<file path="src/design/gric_pkg.sv">
// package for the global reset and interrupt control block
// assumes a single 50 MHz ref_clk domain and 16 ports
package gric_pkg;
    localparam int NUM_PORTS = 16;
    localparam int GROUP_SIZE = 8;
    localparam int SRC_W = 8;
    localparam int NUM_SRC = 4;
    // bit positions of the per-function software reset bits
    localparam int RXMM_RST_BIT = 1;
    localparam int TXMM_RST_BIT = 1;
    localparam int RXLINK_RST_BIT = 6;
    localparam int TXLINK_RST_BIT = 5;
    localparam int ELASTIC_RST_BIT = 2;
    localparam int BITCODE_RST_BIT = 7;
    // latched status groups per port
    localparam logic [1:0] SRC_TX = 2'h0;
    localparam logic [1:0] SRC_RX = 2'h1;
    localparam logic [1:0] SRC_LINE = 2'h2;
    localparam logic [1:0] SRC_TEST = 2'h3;
    localparam logic [SRC_W-1:0] STATUS_RST = 8'h00;
    localparam logic [SRC_W-1:0] MASK_RST = 8'hFF;
    localparam logic [NUM_PORTS-1:0] PORT_ZERO = 16'h0000;
    localparam logic [NUM_PORTS-1:0] PORT_ONES = 16'hFFFF;
    localparam logic [7:0] WORD_ZERO = 8'h00;

    // one host write to a byte register of one port
    typedef struct packed {
        logic wr;
        logic [3:0] port;
        logic [3:0] reg_sel;
        logic [7:0] data;
    } gric_write_t;

    // register selects on the host command port
    localparam logic [3:0] SEL_SOFT_RST_1 = 4'h0;
    localparam logic [3:0] SEL_SOFT_RST_2 = 4'h1;
    localparam logic [3:0] SEL_RX_MM = 4'h2;
    localparam logic [3:0] SEL_TX_MM = 4'h3;
    localparam logic [3:0] SEL_RX_LINK = 4'h4;
    localparam logic [3:0] SEL_TX_LINK = 4'h5;
    localparam logic [3:0] SEL_RX_ES = 4'h6;
    localparam logic [3:0] SEL_TX_ES = 4'h7;
    localparam logic [3:0] SEL_BITCODE = 4'h8;
    localparam logic [3:0] SEL_LOOPUP = 4'h9;
    localparam logic [3:0] SEL_LOOPDN = 4'hA;
    localparam logic [3:0] SEL_SPARE = 4'hB;
    localparam logic [3:0] SEL_LINE_MAINT = 4'hC;
    localparam logic [3:0] SEL_STAT_CLR = 4'hD;
    localparam logic [3:0] SEL_MASK = 4'hE;
    localparam logic [3:0] SEL_GPIO_SEL = 4'hF;
    // line maintenance bit positions
    localparam int TXPD_BIT = 0;
    localparam int RXPD_BIT = 1;
    localparam int TXOE_BIT = 2;
endpackage

</file>
<file path="src/design/gric_top.sv">
// global reset, power-down, gpio and interrupt control for 16 ports
// assumes a host command port of one byte write per cycle, sync inputs
//
// Notes on behaviour
// [RULE1] hardware reset pin low resets all framers, line units, testers
// [RULE2] host rewrites whole register space, reserved included, after any reset
// [RULE3] test-port reset pin resets only the test port
// [RULE4] write to either global soft reset register resets all datapaths
// [RULE5] bit 1 of rx/tx master mode resets rx/tx framer
// [RULE6] rx link bit 6, tx link bit 5 reset link controllers
// [RULE7] bit 2 of elastic control resets rx/tx elastic store
// [RULE8] bit 7 of bitcode control resets rx bitcode controller
// [RULE9] loop-up, loop-down or spare code write restarts integration period
// [RULE10] tx power-down disables transmitter and floats its line outputs
// [RULE11] rx power-down bit powers down that port's receiver
// [RULE12] tx enable clear floats line outputs, unit stays powered
// [RULE13] host resets, reads identity, writes clock control, waits 300ns
// [RULE14] host writes zero to remaining register space of each port
// [RULE15] host sets mode, framer enable, control, then init done
// [RULE16] host picks line standard, build-out, then sets tx enable
// [RULE17] sixteen gpio pins in two groups of eight, one function each
// [RULE18] global info shows pending ports; port info points to sources
// [RULE19] info bits are live and drop once unmasked status clears
// [RULE20] latched status holds until host writes one to it
// [RULE21] mask keeps status off info and interrupt, not off latch
// [RULE22] host combines status with mask to skip masked bits
// [RULE23] interrupt asserted while any unmasked latched status remains
`timescale 1ns/1ns
`default_nettype none
module gric_top #(
    parameter int PORTS = gric_pkg::NUM_PORTS
) (
    input wire logic ref_clk, // 50 MHz system clock
    input wire logic rst, // sync reset, high
    input wire logic hw_reset_n, // hardware reset pin, low
    input wire logic test_port_reset_n, // test-port reset pin, low
    input wire gric_pkg::gric_write_t host_wr, // host register write
    input wire logic [PORTS*8-1:0] tx_event, // tx status events
    input wire logic [PORTS*8-1:0] rx_event, // rx status events
    input wire logic [PORTS*8-1:0] line_event, // line status events
    input wire logic [PORTS*8-1:0] test_event, // tester status events
    input wire logic [2*8-1:0] gpio_alarm, // alarm per group source
    input wire logic [PORTS-1:0] gpio_in, // gpio pin inputs
    output logic [PORTS-1:0] dp_reset_r, // framer/line/tester reset
    output logic test_port_reset_r, // test port reset
    output logic [PORTS-1:0] rx_framer_rst_r, // rx framer reset pulse
    output logic [PORTS-1:0] tx_framer_rst_r, // tx framer reset pulse
    output logic [PORTS-1:0] rx_link_rst_r, // rx link ctrl reset pulse
    output logic [PORTS-1:0] tx_link_rst_r, // tx link ctrl reset pulse
    output logic [PORTS-1:0] rx_es_rst_r, // rx elastic reset pulse
    output logic [PORTS-1:0] tx_es_rst_r, // tx elastic reset pulse
    output logic [PORTS-1:0] bitcode_rst_r, // rx bitcode reset pulse
    output logic [PORTS-1:0] integ_restart_r, // code integration restart
    output logic [PORTS-1:0] tx_power_r, // transmitter powered
    output logic [PORTS-1:0] rx_power_r, // receiver powered
    output logic [PORTS-1:0] line_tx_oe_n_r, // tip/ring enable, low drives
    output logic [PORTS-1:0] gpio_out_r, // gpio output value
    output logic [PORTS-1:0] gpio_oe_n_r, // gpio enable, low drives
    output logic [PORTS-1:0] gfr_info_r, // global framer info
    output logic [PORTS-1:0] gline_info_r, // global line info
    output logic [PORTS-1:0] gtest_info_r, // global tester info
    output logic [PORTS-1:0] tx_irq_info_r, // per-port tx info
    output logic [PORTS-1:0] rx_irq_info_r, // per-port rx info
    output logic irq_n_r // interrupt out, low
);
    // ------------------------------------------------------------
    // host write decode
    // ------------------------------------------------------------
    function automatic logic [PORTS-1:0] port_hit(input gric_pkg::gric_write_t w,
                                                   input logic [3:0] sel);
        logic [PORTS-1:0] v;
        v = '0;
        if (w.wr && w.reg_sel == sel)
            v[w.port] = 1'b1;
        return v;
    endfunction

    logic soft_rst;
    logic [PORTS-1:0] hit_rxmm, hit_txmm, hit_rxl, hit_txl, hit_rxes, hit_txes;
    logic [PORTS-1:0] hit_boc, hit_code, hit_lm;
    assign hit_rxmm = port_hit(host_wr, gric_pkg::SEL_RX_MM);
    assign hit_txmm = port_hit(host_wr, gric_pkg::SEL_TX_MM);
    assign hit_rxl = port_hit(host_wr, gric_pkg::SEL_RX_LINK);
    assign hit_txl = port_hit(host_wr, gric_pkg::SEL_TX_LINK);
    assign hit_rxes = port_hit(host_wr, gric_pkg::SEL_RX_ES);
    assign hit_txes = port_hit(host_wr, gric_pkg::SEL_TX_ES);
    assign hit_boc = port_hit(host_wr, gric_pkg::SEL_BITCODE);
    assign hit_lm = port_hit(host_wr, gric_pkg::SEL_LINE_MAINT);
    // any of the three code detect registers restarts integration
    assign hit_code = port_hit(host_wr, gric_pkg::SEL_LOOPUP)
        | port_hit(host_wr, gric_pkg::SEL_LOOPDN)
        | port_hit(host_wr, gric_pkg::SEL_SPARE); // see [RULE9]
    // either global register, any data
    assign soft_rst = host_wr.wr && (host_wr.reg_sel == gric_pkg::SEL_SOFT_RST_1
        || host_wr.reg_sel == gric_pkg::SEL_SOFT_RST_2); // see [RULE4]

    // ------------------------------------------------------------
    // reset distribution
    // ------------------------------------------------------------
    logic [PORTS-1:0] dp_reset_nxt, rxf_nxt, txf_nxt, rxl_nxt, txl_nxt;
    logic [PORTS-1:0] rxes_nxt, txes_nxt, boc_nxt, integ_nxt;
    logic test_rst_nxt;

    // reset pulses last one cycle per write; hold is up to the datapath
    always_comb
    begin
        dp_reset_nxt = {PORTS{!hw_reset_n || soft_rst}}; // see [RULE1] [RULE4]
        test_rst_nxt = !test_port_reset_n; // see [RULE3]
        rxf_nxt = hit_rxmm & {PORTS{host_wr.data[gric_pkg::RXMM_RST_BIT]}}; // see [RULE5]
        txf_nxt = hit_txmm & {PORTS{host_wr.data[gric_pkg::TXMM_RST_BIT]}}; // see [RULE5]
        rxl_nxt = hit_rxl & {PORTS{host_wr.data[gric_pkg::RXLINK_RST_BIT]}}; // see [RULE6]
        txl_nxt = hit_txl & {PORTS{host_wr.data[gric_pkg::TXLINK_RST_BIT]}}; // see [RULE6]
        rxes_nxt = hit_rxes & {PORTS{host_wr.data[gric_pkg::ELASTIC_RST_BIT]}}; // see [RULE7]
        txes_nxt = hit_txes & {PORTS{host_wr.data[gric_pkg::ELASTIC_RST_BIT]}}; // see [RULE7]
        boc_nxt = hit_boc & {PORTS{host_wr.data[gric_pkg::BITCODE_RST_BIT]}}; // see [RULE8]
        integ_nxt = hit_code;
    end

    // test port reset ignores rst so other resets never touch it
    always_ff @(posedge ref_clk)
    begin
        test_port_reset_r <= test_rst_nxt; // see [RULE3]
        if (rst)
        begin
            dp_reset_r <= gric_pkg::PORT_ONES;
            rx_framer_rst_r <= gric_pkg::PORT_ZERO;
            tx_framer_rst_r <= gric_pkg::PORT_ZERO;
            rx_link_rst_r <= gric_pkg::PORT_ZERO;
            tx_link_rst_r <= gric_pkg::PORT_ZERO;
            rx_es_rst_r <= gric_pkg::PORT_ZERO;
            tx_es_rst_r <= gric_pkg::PORT_ZERO;
            bitcode_rst_r <= gric_pkg::PORT_ZERO;
            integ_restart_r <= gric_pkg::PORT_ZERO;
        end
        else
        begin
            dp_reset_r <= dp_reset_nxt;
            rx_framer_rst_r <= rxf_nxt;
            tx_framer_rst_r <= txf_nxt;
            rx_link_rst_r <= rxl_nxt;
            tx_link_rst_r <= txl_nxt;
            rx_es_rst_r <= rxes_nxt;
            tx_es_rst_r <= txes_nxt;
            bitcode_rst_r <= boc_nxt;
            integ_restart_r <= integ_nxt;
        end
    end

    // ------------------------------------------------------------
    // line maintenance: power-down and transmit enable
    // ------------------------------------------------------------
    logic [PORTS-1:0] txpd_r, rxpd_r, txen_r, txpd_nxt, rxpd_nxt, txen_nxt;
    logic [PORTS-1:0] txpow_nxt, rxpow_nxt, oe_n_nxt;

    // outputs float on tx power-down or on a cleared enable
    always_comb
    begin
        txpd_nxt = txpd_r;
        rxpd_nxt = rxpd_r;
        txen_nxt = txen_r;
        for (int p = 0; p < PORTS; p++)
        begin
            if (hit_lm[p])
            begin
                txpd_nxt[p] = host_wr.data[gric_pkg::TXPD_BIT];
                rxpd_nxt[p] = host_wr.data[gric_pkg::RXPD_BIT];
                txen_nxt[p] = host_wr.data[gric_pkg::TXOE_BIT];
            end
        end
        txpow_nxt = ~txpd_nxt; // see [RULE10]
        rxpow_nxt = ~rxpd_nxt; // see [RULE11]
        oe_n_nxt = txpd_nxt | ~txen_nxt; // see [RULE10] [RULE12]
    end

    always_ff @(posedge ref_clk)
    begin
        if (rst)
        begin
            txpd_r <= gric_pkg::PORT_ZERO;
            rxpd_r <= gric_pkg::PORT_ZERO;
            txen_r <= gric_pkg::PORT_ZERO;
            tx_power_r <= gric_pkg::PORT_ONES;
            rx_power_r <= gric_pkg::PORT_ONES;
            line_tx_oe_n_r <= gric_pkg::PORT_ONES;
        end
        else
        begin
            txpd_r <= txpd_nxt;
            rxpd_r <= rxpd_nxt;
            txen_r <= txen_nxt;
            tx_power_r <= txpow_nxt;
            rx_power_r <= rxpow_nxt;
            line_tx_oe_n_r <= oe_n_nxt;
        end
    end

    // ------------------------------------------------------------
    // general-purpose pins: two groups sharing one function each
    // ------------------------------------------------------------
    logic [7:0] gsel_r, gsel_nxt;
    logic [PORTS-1:0] gpio_nxt, goe_nxt;

    // low nibble picks group 1 source, high nibble group 2; 0 means input
    always_comb
    begin
        gsel_nxt = gsel_r;
        if (host_wr.wr && host_wr.reg_sel == gric_pkg::SEL_GPIO_SEL)
            gsel_nxt = host_wr.data;
        for (int p = 0; p < PORTS; p++)
        begin
            logic [3:0] s;
            s = (p < gric_pkg::GROUP_SIZE) ? gsel_r[3:0] : gsel_r[7:4];
            goe_nxt[p] = (s == 4'h0); // see [RULE17]
            gpio_nxt[p] = (s == 4'h0) ? 1'b0
                : gpio_alarm[(p / gric_pkg::GROUP_SIZE)*8 + int'(s[2:0])]; // see [RULE17]
        end
    end

    always_ff @(posedge ref_clk)
    begin
        if (rst)
        begin
            gsel_r <= gric_pkg::WORD_ZERO;
            gpio_out_r <= gric_pkg::PORT_ZERO;
            gpio_oe_n_r <= gric_pkg::PORT_ONES;
        end
        else
        begin
            gsel_r <= gsel_nxt;
            gpio_out_r <= gpio_nxt;
            gpio_oe_n_r <= goe_nxt;
        end
    end

    // ------------------------------------------------------------
    // interrupt tree
    // ------------------------------------------------------------
    logic [PORTS-1:0] pend [gric_pkg::NUM_SRC];
    logic [PORTS*8-1:0] stat [gric_pkg::NUM_SRC];
    logic [PORTS*8-1:0] ev [gric_pkg::NUM_SRC];
    assign ev[0] = tx_event;
    assign ev[1] = rx_event;
    assign ev[2] = line_event;
    assign ev[3] = test_event;

    // clear and mask data byte: bits 7:6 pick which status group
    for (genvar g = 0; g < gric_pkg::NUM_SRC; g++)
    begin : g_bank
        gric_status_bank #(.PORTS(PORTS), .W(8)) u_bank (
            .ref_clk(ref_clk),
            .rst(rst),
            .event_in(ev[g]),
            .clr_we(host_wr.wr && host_wr.reg_sel == gric_pkg::SEL_STAT_CLR
                && host_wr.data[7:6] == 2'(g)), // see [RULE20]
            .mask_we(host_wr.wr && host_wr.reg_sel == gric_pkg::SEL_MASK
                && host_wr.data[7:6] == 2'(g)), // see [RULE21]
            .port_sel(host_wr.port),
            .wdata(host_wr.data),
            .status_r(stat[g]),
            .pend_r(pend[g])
        );
    end

    logic irq_nxt;
    // pend is already one cycle behind; info registers add one more
    always_comb
    begin
        irq_nxt = |(pend[0] | pend[1] | pend[2] | pend[3]); // see [RULE23]
    end

    always_ff @(posedge ref_clk)
    begin
        if (rst)
        begin
            tx_irq_info_r <= gric_pkg::PORT_ZERO;
            rx_irq_info_r <= gric_pkg::PORT_ZERO;
            gfr_info_r <= gric_pkg::PORT_ZERO;
            gline_info_r <= gric_pkg::PORT_ZERO;
            gtest_info_r <= gric_pkg::PORT_ZERO;
            irq_n_r <= 1'b1;
        end
        else
        begin
            tx_irq_info_r <= pend[gric_pkg::SRC_TX]; // see [RULE18] [RULE19]
            rx_irq_info_r <= pend[gric_pkg::SRC_RX]; // see [RULE18] [RULE19]
            gfr_info_r <= pend[gric_pkg::SRC_TX] | pend[gric_pkg::SRC_RX]; // see [RULE18]
            gline_info_r <= pend[gric_pkg::SRC_LINE]; // see [RULE21]
            gtest_info_r <= pend[gric_pkg::SRC_TEST];
            irq_n_r <= ~irq_nxt; // see [RULE23]
        end
    end

    // ------------------------------------------------------------
    // checks
    // ------------------------------------------------------------
    AST_HW_RESET: assert property (@(posedge ref_clk) disable iff (rst)
        !hw_reset_n |=> dp_reset_r == gric_pkg::PORT_ONES) // see [RULE1]
        else $error("hardware reset not distributed");
    AST_TEST_RESET: assert property (@(posedge ref_clk)
        hw_reset_n && !soft_rst |=> test_port_reset_r == $past(!test_port_reset_n)) // see [RULE3]
        else $error("test port reset wrong");
    AST_SOFT_RESET: assert property (@(posedge ref_clk) disable iff (rst)
        soft_rst |=> &dp_reset_r) // see [RULE4]
        else $error("soft reset missed");
    AST_FRAMER_RST: assert property (@(posedge ref_clk) disable iff (rst)
        host_wr.wr && host_wr.reg_sel == gric_pkg::SEL_RX_MM && host_wr.data[gric_pkg::RXMM_RST_BIT]
        |=> rx_framer_rst_r[$past(host_wr.port)] ##1 !rx_framer_rst_r[$past(host_wr.port, 2)]) // see [RULE5]
        else $error("rx framer reset pulse wrong");
    AST_INTEG: assert property (@(posedge ref_clk) disable iff (rst)
        host_wr.wr && host_wr.reg_sel == gric_pkg::SEL_SPARE
        |=> integ_restart_r[$past(host_wr.port)]) // see [RULE9]
        else $error("integration restart missed");
    AST_TXPD: assert property (@(posedge ref_clk) disable iff (rst)
        &(tx_power_r | line_tx_oe_n_r)) // see [RULE10]
        else $error("driver on while powered down");
    AST_RXPD: assert property (@(posedge ref_clk) disable iff (rst)
        |hit_lm |=> rx_power_r[$past(host_wr.port)] != $past(host_wr.data[gric_pkg::RXPD_BIT]))
        // see [RULE11]
        else $error("rx power-down not applied");
    AST_IRQ: assert property (@(posedge ref_clk) disable iff (rst)
        |(pend[0] | pend[1] | pend[2] | pend[3]) |=> !irq_n_r) // see [RULE23]
        else $error("interrupt not raised");
endmodule
`default_nettype wire

</file>
<file path="src/design/gric_status_bank.sv">
// one latched status group for all ports, with mask and w1c clear
// assumes events are single-cycle pulses on ref_clk
`timescale 1ns/1ns
`default_nettype none
module gric_status_bank #(
    parameter int PORTS = 16,
    parameter int W = 8
) (
    input wire logic ref_clk, // system clock
    input wire logic rst, // sync reset, high
    input wire logic [PORTS*W-1:0] event_in, // raw event pulses
    input wire logic clr_we, // clear strobe
    input wire logic mask_we, // mask write strobe
    input wire logic [3:0] port_sel, // port for strobes
    input wire logic [W-1:0] wdata, // write data
    output logic [PORTS*W-1:0] status_r, // latched status
    output logic [PORTS-1:0] pend_r // unmasked pending per port
);
    logic [PORTS*W-1:0] mask_r;
    logic [PORTS*W-1:0] status_nxt;
    logic [PORTS*W-1:0] mask_nxt;
    logic [PORTS-1:0] pend_nxt;

    // set wins over the w1c clear; mask never blocks the latch
    always_comb
    begin
        status_nxt = status_r;
        mask_nxt = mask_r;
        for (int p = 0; p < PORTS; p++)
        begin
            if (clr_we && port_sel == p[3:0])
                status_nxt[p*W +: W] = status_r[p*W +: W] & ~wdata; // see [RULE20]
            if (mask_we && port_sel == p[3:0])
                mask_nxt[p*W +: W] = wdata;
            status_nxt[p*W +: W] = status_nxt[p*W +: W] | event_in[p*W +: W]; // see [RULE21]
            pend_nxt[p] = |(status_nxt[p*W +: W] & ~mask_nxt[p*W +: W]); // see [RULE19]
        end
    end

    always_ff @(posedge ref_clk)
    begin
        if (rst)
        begin
            status_r <= '0;
            mask_r <= '1;
            pend_r <= '0;
        end
        else
        begin
            status_r <= status_nxt;
            mask_r <= mask_nxt;
            pend_r <= pend_nxt;
        end
    end
endmodule
`default_nettype wire

</file>
<file path="config.mk">
export PLATFORM = sky130hd
export DESIGN_NAME = gric_top
export DESIGN_NICKNAME = d
export VERILOG_FILES = /design/src/design/gric_pkg.sv /design/src/design/gric_top.sv /design/src/design/gric_status_bank.sv
export SDC_FILE = /design/constraint.sdc
export NUM_CORES = 2
export LEC_CHECK = 0
export BUFFER_PORTS_ARGS = -buffer_cell sky130_fd_sc_hd__clkbuf_2
export CORE_MARGIN = 2
export CORE_UTILIZATION = 29
export DETAILED_ROUTE_END_ITERATION = 8
export PLACE_DENSITY = 0.54
export SLEW_MARGIN = 20
export SYNTH_ARGS = -nofsm -noshare
export SYNTH_HDL_FRONTEND = slang
export SYNTH_HIERARCHICAL = 1
export SYNTH_SLANG_ARGS = --single-unit
</file>
<file path="constraint.sdc">
create_clock -name ref_clk -period 5.5 [get_ports ref_clk]
set_input_delay 0.275 -clock ref_clk [delete_from_list [all_inputs] [get_ports ref_clk]]
set_output_delay 0.275 -clock ref_clk [all_outputs]
set_load 0.02 [all_outputs]
</file>
==> reports/summary.txt <==
WORST SETUP PATH
--------------------------------------------------------------------------------------
Count of buffering cells on the critical path with inverters included                5
Reg2reg end                                                               gpio_out_r[0]
Data arrival time at the worst-slack endpoint                                  5200 ps
Cell type of the slowest stage on the worst timing path                       nand3b_2
Cell breakdown of the critical path                                       dlygate4sd3_1 > clkbuf_2 > and3_2 > nand2_1 > nor3_1 > buf_4 > nand3b_2 > nor2_2 > nand2_1 > a21oi_1 > dlygate4sd3_1 > nor2_1 > dlygate4sd3_1
Cell count of the worst reg-to-reg path                                              5
Launching point of the worst reg2reg path                                    gsel_r[0]
Worst Path Max Fanout                                                               36
Crit path top cell by count                                               dlygate4sd3_1
Delay of the slowest critical-path stage                                        640 ps
Critical path type                                                        input port to flip-flop
Kind of end point of the critical path                                       flip-flop
Register-to-Register Setup Slack                                               3070 ps
Critical Path Sink                                                        g_bank[0].u_bank/status_r[92]
Worst path top cell family by delay                                       simple AND/OR/NAND/NOR gates
CP required                                                                    6220 ps
Startpoint type of the worst setup path                                     input port
Timing startpoint of the critical path                                     host_wr[11]
Total stage count of the critical path                                              13

FLOORPLANNING
--------------------------------------------------------------------------------------
Die extent in y                                                               464.7 um
Effective utilization at floorplan                                              29.11%
Chip Width                                                                    464.7 um
Core footprint                                                             0.2115 mm^2
I/O pin total                                                                      871
Total die area                                                             0.2160 mm^2
Number of placement rows                                                           169

TIMING
--------------------------------------------------------------------------------------
Number of endpoints failing setup at the final stage                                 0
Setup slack after layout                                                       1017 ps
Final number of hold-violating endpoints                                             0
Slew Limit Fails                                                                     0
Transition time at the pin with the least slew margin                          1120 ps
Hold WS                                                                       72.51 ps
Final worst clock skew                                                        33.86 ps
Final setup TNS                                                                   0 ps
FMAX                                                                        0.2230 GHz
Setup repair after global routing missed its margin                                 no
Final period utilization                                                        81.52%
Period minus WS final                                                          4483 ps
Worst slew margin                                                               25.05%

SYNTHESIS
--------------------------------------------------------------------------------------
Synth unique cells                                                                  68
Async set-or-reset flop fraction in the synthesized netlist                         0%
Number of nets produced by synthesis                                             8,750
Proportion of synthesized chip area in sequential cells                         45.76%
EDFF count, synth                                                                    0
Predominant post-synthesis flop cell                                           dfxtp_1
Netlist Area Pre-Place                                                    0.06156 mm^2
Number of synthesized register bits                                              1,407
Warnings from Yosys                                                                  6
Count of mapped cells out of synthesis                                           8,185
Mean instance size in the synthesized netlist                               7.521 um^2

ROUTING
--------------------------------------------------------------------------------------
Per-cell routed wire length                                                   20.51 um
Routed wire length                                                            250.6 mm
DRC violation total after the first TritonRoute iteration                        5,963
Number of routed nets with antenna violations                                        0
DRC violations left                                                                  0
First-pass iteration count of the detailed router                                    7
Detailed-route via count                                                        63.65k
Average vias per placed instance                                                 5.209

GLOBAL ROUTING
--------------------------------------------------------------------------------------
Vias in the first global route                                                  58.96k
Antenna violations before repair                                                    78
Pin count of the biggest net entering global routing                               209
Wire length of the first global-routing pass                                  370.3 mm
Overflow left after global routing                                                   0
Overall track demand over capacity in global routing                            22.08%

CTS
--------------------------------------------------------------------------------------
CTS tree                                                                         built
Number of buffers added for setup after CTS                                          0
Number of gates given a new drive strength after cts                                 0
Clock tree root buffer cell                                                  clkbuf_16
Maximum number of buffers from clock root to sink                                    3
Num Clock Sinks                                                                  1,407
Hold buffers post-CTS                                                              581
H-tree depth                                                                         4
Clock insertion delay at the later pin of the skew report                       840 ps
Clock slew at the register clock pins of the worst setup and hold paths          60 ps
CTS buffer count                                                                   163

FINAL LAYOUT
--------------------------------------------------------------------------------------
Biggest regs                                                              g_bank.u_bank/mask_r (512), g_bank.u_bank/status_r (512), g_bank.u_bank/pend_r (64)
Total number of nets in the final design                                         9,783
Commonest non-fill, non-tap cell in the layout                                 nand2_1
Fillers                                                                         21.98k
Commonest cells after routing, fill and taps aside                        1,524 x nand2_1, 1,428 x a21oi_1, 1,407 x dfxtp_1, 1,154 x nor2_1, 841 x clkbuf_2
Area of all placed cells without fillers                                  0.07871 mm^2
Core Util, Final                                                                37.22%
Share of layout cells above drive strength 1                                    15.08%
Area grow syn2layout                                                            27.86%

POWER AND IR DROP
--------------------------------------------------------------------------------------
Sw frac                                                                         25.13%
Power share of the sequential group                                              44.7%
Share of power burned in combinational logic                                      8.4%
Power dissipated by switching net loads                                        5968 uW
Areal power density over the cells                                        301.7 mW/mm^2
Proportion of power drawn by the clock network                                   46.9%
Leak Pwr                                                                    0.02862 uW
IR drop worst, VDD                                                         0.0003284 V
Cell-internal power                                                          17,780 uW

HOLD PATH
--------------------------------------------------------------------------------------
Min-delay worst type                                                      input port to flip-flop

PLACEMENT
--------------------------------------------------------------------------------------
Setup slack at placement                                                       1333 ps
Global placement routability congestion                                         0.8848
Standard cell area after detailed placement                               0.06731 mm^2
Final HPWL from detailed placement                                            167.9 mm
# port buffers                                                                     854

FLOW RUN
--------------------------------------------------------------------------------------
Number of max-cap violations                                                         0

STATUS
--------------------------------------------------------------------------------------
Run status                                                                complete, no violations

[stage by stage]
stage	total power [uW]	std cells
finish	23750	12220
global route	24590	12201
CTS	23970	12164
detailed placement	12410	11292
global placement	12380	11291
floorplan	11670	8185
[routing by layer]
metal | wire length [um] | GRT usage, %
met1 | 107500 | 28.64
met2 | 115500 | 35.75
met3 | 17540 | 4.256
met4 | 9774 | 9.135
met5 | 331 | 0
[synthesized netlist by cell type, drive strengths merged, types with 5 or more instances]
cell type	n	area, um^2
mux2i	10	100.1
nand4bb	6	67.56
nor2b	83	519.3
nand4	56	350.3
a21boi	16	120.1
nor3b	5	57.56
nand2	1524	5720
nor3	483	2582
dfxtp	1407	28170
a31oi	12	75.07
o32ai	36	345.3
a211oi	16	120.1
nand2b	52	325.3
a211o	16	140.1
and4bb	6	75.07
or2	45	281.5
and3	5	31.28
nand4b	5	43.79
nand3b	28	275.3
mux2	8	90.09
o31ai	48	480.4
buf	335	1887
a221oi	12	105.1
a21oi	1428	7147
o211ai	16	120.1
a32oi	20	175.2
o21ai	488	2442
clkbuf	338	1269
a41oi	64	560.5
nand3	22	150.1
inv	33	123.9
a21o	32	240.2
and2	5	31.28
a311oi	20	175.2
nor4	37	256.5
nor2	1209	4808
or3b	8	80.07
and3b	9	78.83
a22oi	208	1562
[worst min-delay path, stage by stage]
cell and delay (ps):
clkbuf_2 140, nor2b_1 70, nand4_1 280, nor2_1 60
[area by class of cell]
type | count | area [um^2] | area share, %
diodes | 55 | 137.6 | 0.1749
clock buffers | 239 | 4761 | 6.049
clock inverters | 52 | 665.6 | 0.8457
inverters | 34 | 127.6 | 0.1622
multi-input cells | 6071 | 30170 | 38.33
flip-flops and latches | 1407 | 28170 | 35.79
well taps | 2821 | 3530 | 4.485
repair buffers | 1541 | 11150 | 14.17
[power by group through the flow]
stage / sequential [uW] / clock [uW] / combinational [uW]
2_1_floorplan: 10800 / 0 / 869
3_3_place_gp: 10800 / 0 / 1560
3_5_place_dp: 10800 / 0 / 1580
4_1_cts: 10600 / 11400 / 1980
5_1_grt: 10600 / 11800 / 2150
6_report: 10600 / 11100 / 2000
[worst min-delay path by stage]
stage | slack [ps] | end | from | cells after the start
after detailed placement | 420 | test_port_reset_r | test_port_reset_n | 2
after global routing | 80 | g_bank[2].u_bank/mask_r[57] | host_wr[1] | 3
after floorplan | 330 | test_port_reset_r | test_port_reset_n | 1
final | 70 | bitcode_rst_r[0] | host_wr[10] | 4
after CTS | 4 | bitcode_rst_r[0] | host_wr[10] | 4
after global placement | 420 | g_bank[3].u_bank/mask_r[124] | g_bank[3].u_bank/mask_r[124] | 2
[cells by family (layout without fill, tap and decap cells)]
family | count (synthesis) | count (layout) | share of synthesized area (%)
AND/OR/NAND/NOR | 3606 | 3606 | 25.86
AO/OA/AOI/OAI | 2443 | 2443 | 22.59
flip-flops | 1407 | 1407 | 45.76
buffers and inverters | 707 | 1866 | 5.334
multiplexers | 22 | 22 | 0.4553
other | 0 | 55 | 0
No activity file was read; power rests on OpenSTA's default activity.
